<file path="config.mk">
export PLATFORM = sky130hd
export DESIGN_NAME = srps_seq
export DESIGN_NICKNAME = d
export VERILOG_FILES = /design/src/common/srps_pkg.sv /design/src/common/srps_clk_if.sv /design/src/rtl/srps_clkgen.sv /design/src/rtl/srps_seq.sv
export SDC_FILE = /design/constraint.sdc
export NUM_CORES = 1
export LEC_CHECK = 0
export ABC_AREA = 1
export BUFFER_PORTS_ARGS = -buffer_cell sky130_fd_sc_hd__buf_2
export CAP_MARGIN = 10
export CORE_MARGIN = 1
export CORE_UTILIZATION = 43
export CTS_CLUSTER_SIZE = 12
export DETAILED_ROUTE_END_ITERATION = 10
export GPL_ROUTABILITY_DRIVEN = 1
export MAX_ROUTING_LAYER = met4
export PLACE_DENSITY = 0.72
export SLEW_MARGIN = 20
export SYNTH_ARGS = -nofsm -noshare
export SYNTH_HDL_FRONTEND = slang
export SYNTH_SLANG_ARGS = --single-unit
</file>
<file path="constraint.sdc">
create_clock -name CLOCK_I -period 3.3 [get_ports CLOCK_I]
set_clock_uncertainty 0.05 [all_clocks]
set_input_delay 0.825 -clock CLOCK_I [delete_from_list [all_inputs] [get_ports CLOCK_I]]
set_output_delay 0.825 -clock CLOCK_I [all_outputs]
set_load 0.005 [all_outputs]
</file>
<file path="src/common/srps_pkg.sv">
// srps_pkg: constants and state type for the card reset and power-down sequencer
// assumes a 100 MHz system clock; card cycle counts are in card clock periods
package srps_pkg;
	localparam int CLK_PERIOD_NS = 10;
	localparam int CARD_CLK_NS   = 250;
	localparam int CARD_HALF_CYC = CARD_CLK_NS / (2 * CLK_PERIOD_NS);
	localparam logic [8:0]  RATE_STD     = 9'h174;
	localparam logic [8:0]  RATE_FAST    = 9'h010;
	localparam logic [15:0] RX_HIGH_CYC  = 16'h00c8;
	localparam logic [15:0] ATR_MIN_CYC  = 16'h0190;
	localparam logic [15:0] ATR_MAX_CYC  = 16'h9c40;
	localparam logic [15:0] RST_LOW_CYC  = 16'h9c40;
	localparam logic [15:0] RST_HIGH_CYC = 16'h9c40;

	typedef enum logic [3:0] {
		ST_IDLE,
		ST_POWER,
		ST_INT_WAIT,
		ST_LOW_HOLD,
		ST_HIGH_WAIT,
		ST_ACTIVE,
		ST_PD_RST,
		ST_PD_CLK,
		ST_PD_TX
	} srps_state_t;
endpackage

</file>
<file path="src/common/srps_clk_if.sv">
// srps_clk_if: card clock control and timing strobes between sequencer and clock generator
// assumes both ends run on the system clock
`timescale 1ns/1ps
interface srps_clk_if;
	logic enable;
	logic rate16;
	logic card_clk;
	logic card_tick;
	logic bit_tick;

	modport gen (input enable, input rate16, output card_clk, output card_tick, output bit_tick);
	modport user (output enable, output rate16, input card_clk, input card_tick, input bit_tick);
endinterface

</file>
<file path="src/rtl/srps_clkgen.sv">
// srps_clkgen: divides the system clock into the card clock and the bit-rate strobe
// assumes enable comes from logic on the same clock
`timescale 1ns/1ps
module srps_clkgen
	import srps_pkg::*;
(
	input  wire logic clk_i,
	input  wire logic nrst_i,
	srps_clk_if.gen   cif
);
	logic [7:0] half_cnt;
	logic [8:0] bit_cnt;
	wire        half_done = (half_cnt == 8'(CARD_HALF_CYC - 1));
	wire        rise      = half_done & ~cif.card_clk;
	wire  [8:0] ratio     = cif.rate16 ? RATE_FAST : RATE_STD;
	wire        bit_done  = (bit_cnt == ratio - 9'h001);

	always_ff @(posedge clk_i or negedge nrst_i)
	begin
		if (!nrst_i)
		begin
			half_cnt      <= 8'h00;
			cif.card_clk  <= 1'b0;
			cif.card_tick <= 1'b0;
		end
		else
		begin
			half_cnt      <= (!cif.enable || half_done) ? 8'h00 : half_cnt + 8'h01;
			cif.card_clk  <= cif.enable & (cif.card_clk ^ half_done);
			cif.card_tick <= cif.enable & rise;
		end
	end

	// data rate is 372 or 16 card clocks per bit
	always_ff @(posedge clk_i or negedge nrst_i)
	begin
		if (!nrst_i)
		begin
			bit_cnt      <= 9'h000;
			cif.bit_tick <= 1'b0;
		end
		else
		begin
			bit_cnt      <= (!cif.enable || (cif.card_tick && bit_done)) ? 9'h000 : bit_cnt + 9'(cif.card_tick);
			cif.bit_tick <= cif.card_tick & bit_done;
		end
	end
endmodule

</file>
<file path="src/rtl/srps_seq.sv">
// srps_seq: cold reset and ordered power-down of one smart card port
// assumes card pins, presence detect and slow reference clock are asynchronous to CLOCK_I
`timescale 1ns/1ps
module srps_seq
	import srps_pkg::*;
#(
	parameter bit          SHARED_LINE = 1'b0,
	parameter logic [15:0] RX_HIGH     = RX_HIGH_CYC,
	parameter logic [15:0] ATR_MIN     = ATR_MIN_CYC,
	parameter logic [15:0] ATR_MAX     = ATR_MAX_CYC,
	parameter logic [15:0] RST_LOW     = RST_LOW_CYC,
	parameter logic [15:0] RST_HIGH    = RST_HIGH_CYC
)
(
	input  wire logic CLOCK_I,
	input  wire logic NRST_I,
	input  wire logic START_I,
	input  wire logic PWRDN_REQ_I,
	input  wire logic CARD_TYPE_I,
	input  wire logic RATE16_I,
	input  wire logic TX_DATA_I,
	input  wire logic CARD_PRESENCE_DETECT_I,
	input  wire logic SLOW_REFERENCE_CLOCK_I,
	input  wire logic RX_I,
	input  wire logic SHARED_TX_RX_LINE_I,
	output logic      CARD_CLOCK_PIN_O,
	output logic      CARD_RST_O,
	output logic      TX_O,
	output logic      SHARED_TX_RX_LINE_O,
	output logic      SHARED_TX_RX_LINE_OE_O,
	output logic      VEN_O,
	output logic      BIT_TICK_O,
	output logic      RX_DATA_O,
	output logic      READY_O,
	output logic      RESET_FAIL_O
);
	srps_clk_if  cif ();
	srps_state_t state;
	srps_state_t next_state;
	logic [15:0] cnt;
	logic [2:0]  sync1;
	logic [2:0]  sync2;
	logic [2:0]  sync3;
	logic        rx_high;
	logic        resp_seen;
	logic        clk_en;
	logic        tx_gate;

	srps_clkgen u_clkgen (
		.clk_i  (CLOCK_I),
		.nrst_i (NRST_I),
		.cif    (cif)
	);

	// pins: [0] presence, [1] receive, [2] slow reference
	wire       rx_pin = SHARED_LINE ? SHARED_TX_RX_LINE_I : RX_I;
	wire [2:0] pins   = {SLOW_REFERENCE_CLOCK_I, rx_pin, CARD_PRESENCE_DETECT_I};

	always_ff @(posedge CLOCK_I or negedge NRST_I)
	begin
		if (!NRST_I)
		begin
			sync1 <= 3'h7;
			sync2 <= 3'h7;
			sync3 <= 3'h7;
		end
		else
		begin
			sync1 <= pins;
			sync2 <= sync1;
			sync3 <= sync2;
		end
	end

	wire removal   = ~sync2[0] & sync3[0];
	wire rx_fall   = ~sync2[1] & sync3[1] & rx_high;
	wire slow_tick = sync2[2] & ~sync3[2];
	wire tick      = cif.card_tick;
	wire powered   = (state != ST_IDLE) && (state != ST_PD_RST) && (state != ST_PD_CLK) && (state != ST_PD_TX);
	wire pd_trig   = powered && (removal || PWRDN_REQ_I);
	wire rx_check  = tick && (cnt == RX_HIGH - 16'h0001);
	wire rx_bad    = rx_check && !sync2[1];
	wire timing    = (state == ST_INT_WAIT) || (state == ST_LOW_HOLD) || (state == ST_HIGH_WAIT);

	// failure cases per state
	wire int_fail  = rx_bad || (rx_fall && cnt < ATR_MIN) || (tick && cnt == ATR_MAX - 16'h0001);
	wire low_fail  = rx_bad || rx_fall;
	wire high_fail = (rx_fall && (cnt < ATR_MIN || cnt >= ATR_MAX))
		|| (tick && cnt == RST_HIGH - 16'h0001 && !resp_seen);
	wire fail      = (state == ST_INT_WAIT && int_fail) || (state == ST_LOW_HOLD && low_fail)
		|| (state == ST_HIGH_WAIT && high_fail);

	always_comb
	begin
		next_state = state;
		case (state)
			ST_IDLE:
				if (START_I && sync2[0])
					next_state = ST_POWER;
			ST_POWER:
				next_state = CARD_TYPE_I ? ST_LOW_HOLD : ST_INT_WAIT;
			ST_INT_WAIT:
				if (rx_fall && cnt >= ATR_MIN)
					next_state = ST_ACTIVE;
			ST_LOW_HOLD:
				if (tick && cnt == RST_LOW - 16'h0001)
					next_state = ST_HIGH_WAIT;
			ST_HIGH_WAIT:
				if (tick && cnt == RST_HIGH - 16'h0001 && resp_seen)
					next_state = ST_ACTIVE;
			ST_PD_RST:
				if (slow_tick)
					next_state = ST_PD_CLK;
			ST_PD_CLK:
				if (slow_tick)
					next_state = ST_PD_TX;
			ST_PD_TX:
				if (slow_tick)
					next_state = ST_IDLE;
			ST_ACTIVE:
				next_state = ST_ACTIVE;
			default:
				next_state = ST_IDLE;
		endcase
		if (pd_trig || fail)
			next_state = ST_PD_RST;
	end

	wire next_ven   = (next_state != ST_IDLE);
	wire next_clk   = next_ven && (next_state != ST_POWER) && (next_state != ST_PD_CLK) && (next_state != ST_PD_TX);
	wire next_rst   = (next_state == ST_HIGH_WAIT) || (next_state == ST_ACTIVE);
	wire next_gate  = next_ven && (next_state != ST_POWER) && (next_state != ST_PD_TX);
	wire next_txpin = tx_gate && TX_DATA_I;

	always_ff @(posedge CLOCK_I or negedge NRST_I)
	begin
		if (!NRST_I)
		begin
			state     <= ST_IDLE;
			cnt       <= 16'h0000;
			rx_high   <= 1'b0;
			resp_seen <= 1'b0;
		end
		else
		begin
			state     <= next_state;
			cnt       <= (next_state != state) ? 16'h0000 : cnt + 16'(tick && timing);
			rx_high   <= (state == ST_POWER) ? 1'b0 : (rx_high || (rx_check && sync2[1]));
			resp_seen <= (state != ST_HIGH_WAIT) ? 1'b0 : (resp_seen || rx_fall);
		end
	end

	always_ff @(posedge CLOCK_I or negedge NRST_I)
	begin
		if (!NRST_I)
		begin
			clk_en                 <= 1'b0;
			tx_gate                <= 1'b0;
			VEN_O                  <= 1'b0;
			CARD_RST_O             <= 1'b0;
			TX_O                   <= 1'b0;
			SHARED_TX_RX_LINE_O    <= 1'b0;
			SHARED_TX_RX_LINE_OE_O <= 1'b0;
			CARD_CLOCK_PIN_O       <= 1'b0;
			BIT_TICK_O             <= 1'b0;
			RX_DATA_O              <= 1'b1;
			READY_O                <= 1'b0;
			RESET_FAIL_O           <= 1'b0;
		end
		else
		begin
			clk_en                 <= next_clk;
			tx_gate                <= next_gate;
			VEN_O                  <= next_ven;
			CARD_RST_O             <= next_rst;
			TX_O                   <= next_txpin;
			SHARED_TX_RX_LINE_O    <= 1'b0;
			SHARED_TX_RX_LINE_OE_O <= SHARED_LINE && VEN_O && !next_txpin;
			CARD_CLOCK_PIN_O       <= cif.card_clk;
			BIT_TICK_O             <= cif.bit_tick;
			RX_DATA_O              <= sync2[1];
			READY_O                <= (next_state == ST_ACTIVE);
			RESET_FAIL_O           <= fail || (RESET_FAIL_O && !(state == ST_IDLE && next_state == ST_POWER));
		end
	end

	assign cif.enable = clk_en;
	assign cif.rate16 = RATE16_I;
endmodule

</file>
==> results_dict.tcl, run 1 <==
set metrics [dict create \
    status "finished, final reports clean" \
    rows 30 \
    synth_top_family_by_area "simple AND/OR/NAND/NOR gates" \
    fin_ws_ns 0.566 \
    yosys.area.top_type "dfrtp_1" \
    hold_viol 0 \
    switchingPower_mw 0.856 \
    fin_nets 389 \
    p_leak_nw 1.69 \
    core_mm2 0.00687 \
    n_fill_cell 620 \
    cp.depth 13 \
    wire_per_inst_um 11.3 \
    worstReg2RegEnd "cnt[15]$_DFF_PN0_" \
    critPathTopFamily "simple AND/OR/NAND/NOR gates" \
    dr.pass1.iters 4 \
    dieArea_mm2 0.00752 \
    cts_made_buffers 9 \
    cts_hold_buf 0 \
    cts_tree "built" \
    ioPinCount 21 \
    pwr-share-seq_pct 37.1 \
    rsz0062_at_grt "no" \
    fin_crit_sh_pct 82.9 \
    place_ws_ns 0.591 \
    grt_max_degree 35 \
    portBuffers 17 \
    ctsResizeCount 0 \
    yosys_most_used_dff "dfrtp_1" \
    min_period_ns 2.73 \
    critPathKind "reg -> reg" \
    rr_startpoint "state[0]$_DFF_PN0_" \
    synthCells 346 \
    worst_ep_arrival_time_ns 2.88 \
    combinationalPowerShare_pct 28.7 \
    required_ns 3.45 \
    max_stage_delay_ns 0.45 \
    ir_drop_uv 395 \
    synth_top_area_share_pct 41.3 \
    h-tree-depth 3 \
    dieHeight_um 86.7 \
    endpoint "cnt[15]$_DFF_PN0_" \
    hpwl_mm 3.85 \
    fin_setup_tns_ns 0 \
    start_kind "flip-flop" \
    die_w_um 86.7 \
    gp_congestion 0.854 \
    holdCritPathClass "reg -> reg" \
    drive_above_1_share_pct 21.2 \
    fmax_mhz 366 \
    cp_common_cell "nor2_1" \
    clkTransAtPathRegs_ns 0.07 \
    yosysUniqueCellTypes 37 \
    synth_compound_area_share_pct 3.93 \
    drt_iter0_markers 101 \
    grt_pass1_wl_mm 9.56 \
    grt_pass1_vias 2209 \
    hold_ws_ns 0.310 \
    avgSynthCellArea_um2 8.92 \
    reg2reg_slack_ns 0.57 \
    synthMuxAreaShare_pct 0 \
    vias_per_cell 4.74 \
    yosysWarnings 0 \
    antenna_found_initial 0 \
    synth-async-reset-ratio_pct 100 \
    worstMarginPinSlew_ns 0.745 \
    power_frac_clock_pct 34.2 \
    final_common_cell "nand2_1" \
    swShare_pct 35.0 \
    p_per_area_mw_per_mm2 693 \
    drc 0 \
    worstPathBufferInverterCount 0 \
    routed-via-count 2241 \
    crit_path_start "state[0]$_DFF_PN0_" \
    power.total_mw 2.44 \
    maxSlewHeadroom_pct 50.3 \
    postCtsSetupBuffers 0 \
    ys_top_cells_by_area "dfrtp_1 (41%), dfstp_2 (7.7%), nand2_1 (7.3%)" \
    num_antenna_cells 0 \
    synth-simple-area-share_pct 33.1 \
    setup-violations-final 0 \
    gr-total-overflow 0 \
    synth_edf_count 0 \
    grt_usage_pct 17.1 \
    ys_seq_area_share_pct 49.0 \
    cts.sinks 60 \
    initial_core_util_pct 44.9 \
    final_cell_mix "nand2_1 (60), dfrtp_1 (51), nor2_1 (47)" \
    worstPathMaxFanout 6 \
    crit_slowest_cell "dfrtp_1" \
    cp_cell_sequence "nor2_1, nand2_1, a21boi_0, ha_1, and3_1, and3_1, nand4_1, nor2_1, nand3b_1, nor2_1, nand2_1, xor2_1, nor2_1" \
    ff2ff_path_depth 13 \
    synthAdderAreaFrac_pct 2.43 \
    drt_wl_total_mm 5.33 \
    synth_area_mm2 0.00309 \
    area_growth_pct 14.3 \
    intPower_mw 1.59 \
    ant_nets 0 \
    cts_buffer_depth 2 \
    clk_latency_ns 0.33 \
    endpoint_kind "flip-flop" \
    root_buffer "clkbuf_8" \
    synth_xor_area_share_pct 4.54 \
    cap_violations 0 \
    drv_slew 0 \
    synth-seq-cells 60 \
]
-- state kept, by name (all words and copies together) (netlist names), 3 cells and up --
register           flops
sync1                  3
state                  4
cnt                   16
sync2                  3
u_clkgen.bit_cnt       9
u_clkgen.half_cnt      8
sync3                  3
-- area by class of cell --
type / instances / area, um^2 / area share [%]
sequential: 60 / 1510 / 42.9
multi-input combinational: 237 / 1370 / 38.7
tap: 96 / 120 / 3.41
clock inverter: 5 / 108 / 3.05
timing repair buffer: 19 / 100 / 2.84
clock buffer: 11 / 151 / 4.29
inverter: 45 / 170 / 4.82
-- worst register-to-register path, stage by stage (launching register included) --
cell,delay (ns)
dfrtp_1,0.45
nor2_1,0.28
nand2_1,0.16
a21boi_0,0.20
ha_1,0.20
and3_1,0.19
and3_1,0.22
nand4_1,0.16
nor2_1,0.17
nand3b_1,0.14
nor2_1,0.11
nand2_1,0.07
xor2_1,0.13
nor2_1,0.06
-- power groups by stage --
stage          logic (mW)  registers [mW]  clock network [mW]
2_1_floorplan       0.630           0.904                   0
3_3_place_gp        0.702           0.913                   0
3_5_place_dp        0.711           0.917                   0
4_1_cts             0.713           0.906               0.856
5_1_grt             0.804           0.917               0.889
6_report            0.702           0.906               0.836
-- logic make-up after synthesis --
| group | count (synthesis) |
|---|---|
| buffers and inverters | 50 |
| XOR/XNOR | 16 |
| flip-flops | 60 |
| AO/OA/AOI/OAI | 21 |
| adder cells (fa/ha/maj) | 6 |
| other | 1 |
| AND/OR/NAND/NOR | 192 |
-- cells in the mapped netlist, drive strengths merged (5+ instances only) --
library cell  count
nor2             65
xnor2             5
nand3            20
nor3b             8
inv              44
xor2             11
dfrtp            51
nand2            66
nor3              9
ha                6
a21oi             6
dfstp             9
and3              5
o21ai             9
nand4            12
-- through the flow --
stage / util (%) / cell area (um^2) / cells
finish: 51.3 / 3530 / 473
detailed placement: 47.6 / 3270 / 457
global placement: 47.6 / 3270 / 457
floorplan: - / 3090 / 347
global route: 51.3 / 3530 / 473
CTS: 51.3 / 3530 / 473
-- routing by layer --
metal  track usage, %  vias up  routed length (um)
li1                 -     1155                   -
met1             20.4     1040                2490
met2             27.6       38                2580
met3             4.95        8                 182
met4             6.06        0                  79
met5                -        -                   0
-- worst min-delay path by stage --
stage,from,depth (start not counted),to,slack [ns]
floorplan,u_clkgen.cif.bit_tick$_DFF_PN0_,0,BIT_TICK_O$_DFF_PN0_,0.28
global placement,u_clkgen.cif.bit_tick$_DFF_PN0_,0,BIT_TICK_O$_DFF_PN0_,0.29
detailed placement,u_clkgen.cif.bit_tick$_DFF_PN0_,0,BIT_TICK_O$_DFF_PN0_,0.30
CTS,sync1[1]$_DFF_PN1_,0,sync2[1]$_DFF_PN1_,0.31
global route,sync1[2]$_DFF_PN1_,0,sync2[2]$_DFF_PN1_,0.32
finish,sync1[1]$_DFF_PN1_,0,sync2[1]$_DFF_PN1_,0.31
Power figures use the tool's default switching activity.
==> run 2: changes to the inputs <==
Clock period 3.3 ns to 2.7 ns, I/O delays scaled along.
==> run 2 against run 1 <==
Net effect:
- final cell count grew 1.1%
- critical path depth is the same
- fmax increased by 12%
- sequential cell count stayed put
- clock power increased by 7.2%
- design area increased by 0.39%
- worst setup slack worse by 0.30 ns
- clock-buffer cell count is 1 lower
- non-clock buffer count is 5 higher
- register-to-register slack worse by 0.30 ns
- sequential power increased by 23%
- total power up 20%
- largest cell class unchanged
- largest power group unchanged
- highest routed layer unchanged
==> results_dict.tcl, run 2 (synthesized netlist as in run 1, its figures left out) <==
set metrics [dict create \
    drc 0 \
    required_ns 2.86 \
    worstMarginPinSlew_ns 0.733 \
    gr-total-overflow 0 \
    vias_per_cell 4.75 \
    drt_wl_total_mm 5.43 \
    cts_made_buffers 9 \
    max_stage_delay_ns 0.46 \
    fmax_mhz 410 \
    start_kind "flip-flop" \
    top_register "cnt" \
    drv_slew 0 \
    holdCritPathClass "reg -> reg" \
    cp_cell_sequence "nor2_1, nand2_1, a21boi_1, ha_1, and3_1, and3_1, nand4_1, nor2_2, nand3b_1, nor2_1, nand2_1, xor2_1, nor2_1" \
    postCtsSetupBuffers 0 \
    hpwl_mm 3.81 \
    gp_congestion 0.843 \
    grt_pass1_wl_mm 9.42 \
    dr.pass1.iters 4 \
    antenna_found_initial 0 \
    wire_per_inst_um 11.4 \
    maxSlewHeadroom_pct 51.2 \
    worstPathMaxFanout 6 \
    drive_above_1_share_pct 23.0 \
    rows 30 \
    h-tree-depth 3 \
    dieArea_mm2 0.00752 \
    grt_usage_pct 16.9 \
    routed-via-count 2269 \
    fin_nets 394 \
    core_mm2 0.00687 \
    worst_ep_arrival_time_ns 2.60 \
    area_growth_pct 14.7 \
    clkTransAtPathRegs_ns 0.07 \
    crit_slowest_cell "dfrtp_1" \
    ir_drop_uv 474 \
    drt_iter0_markers 79 \
    cts_hold_buf 0 \
    grt_max_degree 61 \
    clk_latency_ns 0.33 \
    initial_core_util_pct 44.9 \
    cts.sinks 60 \
    largest_reg_flops 16 \
    final_common_cell "nand2_1" \
    p_per_area_mw_per_mm2 831 \
    critPathKind "reg -> reg" \
    ant_nets 0 \
    cap_violations 0 \
    die_w_um 86.7 \
    hold_viol 0 \
    cp_common_cell "nor2_1" \
    fin_crit_sh_pct 90.2 \
    biggestRegsByFlops "cnt x16, u_clkgen.bit_cnt x9, u_clkgen.half_cnt x8" \
    final_cell_mix "nand2_1 (60), dfrtp_1 (51), nor2_1 (45)" \
    dieHeight_um 86.7 \
    status "finished, final reports clean" \
    ioPinCount 21 \
    fin_cells 478 \
    fin_setup_tns_ns 0 \
    root_buffer "clkbuf_8" \
    grt_pass1_vias 2157 \
    setup-violations-final 0 \
    portBuffers 17 \
    rsz0062_at_grt "no" \
    dp.cells 462 \
    cts_tree "built" \
    cts_buffer_depth 2 \
    endpoint_kind "flip-flop" \
    num_antenna_cells 0 \
    p_leak_nw 1.70 \
    min_period_ns 2.44 \
]
-- run 2: routing by layer --
layer	share of wire, %	routed length (um)	up-vias	global-route usage [%]
met5	0	0	-	-
met4	1.1	58	0	5.00
met3	4.6	251	8	5.71
met2	48	2600	45	26.8
met1	47	2530	1056	20.5
li1	-	-	1160	-
-- run 2: final cells by class --
cell class	instances	area, um^2
clock buffers	10	138
well taps	96	120
flip-flops and latches	60	1510
clock inverters	6	86.3
multi-input cells	237	1380
fillers	641	3330
repair buffers	24	138
inverters	45	170
-- run 2: worst paths after layout --
check,startpoint,end,slack (ns),depth (start not counted)
hold / removal,sync1[1]$_DFF_PN1_,sync2[1]$_DFF_PN1_,0.31,0
max in group asynchronous,NRST_I,BIT_TICK_O$_DFF_PN0_,1.68,2
hold reg to reg,sync1[1]$_DFF_PN1_,sync2[1]$_DFF_PN1_,0.31,0
setup / recovery,state[1]$_DFF_PN0_,cnt[15]$_DFF_PN0_,0.26,13
setup reg to reg,state[1]$_DFF_PN0_,cnt[15]$_DFF_PN0_,0.26,13
min in group asynchronous,NRST_I,cnt[12]$_DFF_PN0_,0.43,2
-- run 2: stage by stage --
stage | cell area (um^2) | setup slack [ns] | power [mW] | hold slack [ns] | utilization [%]
finish | 3540 | 0.263 | 2.94 | 0.305 | 51.5
floorplan | 3090 | 0.398 | 1.88 | 0.281 | -
global placement | 3310 | 0.227 | 2.03 | 0.294 | 48.1
detailed placement | 3310 | 0.240 | 2.05 | 0.298 | 48.1
global route | 3540 | 0.0367 | 3.15 | 0.312 | 51.5
CTS | 3530 | 0.207 | 2.98 | 0.307 | 51.4
-- run 2: critical path: cells and delay by family, from the launching register on --
family | cells | cell delay (ns)
simple gates | 10 | 1.34
flops | 1 | 0.46
fa+ha+maj | 1 | 0.18
compound gates | 1 | 0.15
xor+xnor | 1 | 0.13
-- run 2: where the power goes --
part / internal [mW] / leakage (nW) / switching, mW
clock network: 0.544 / 0.113 / 0.352
logic: 0.300 / 0.814 / 0.640
registers: 1.02 / 0.772 / 0.0817
total: 1.87 / 1.70 / 1.07
-- run 2: what timing repair did --
action	4_1_cts	5_1_grt
endpoints found under the setup margin	0	2
endpoints found under the hold margin	0	0
gates resized for setup	0	4
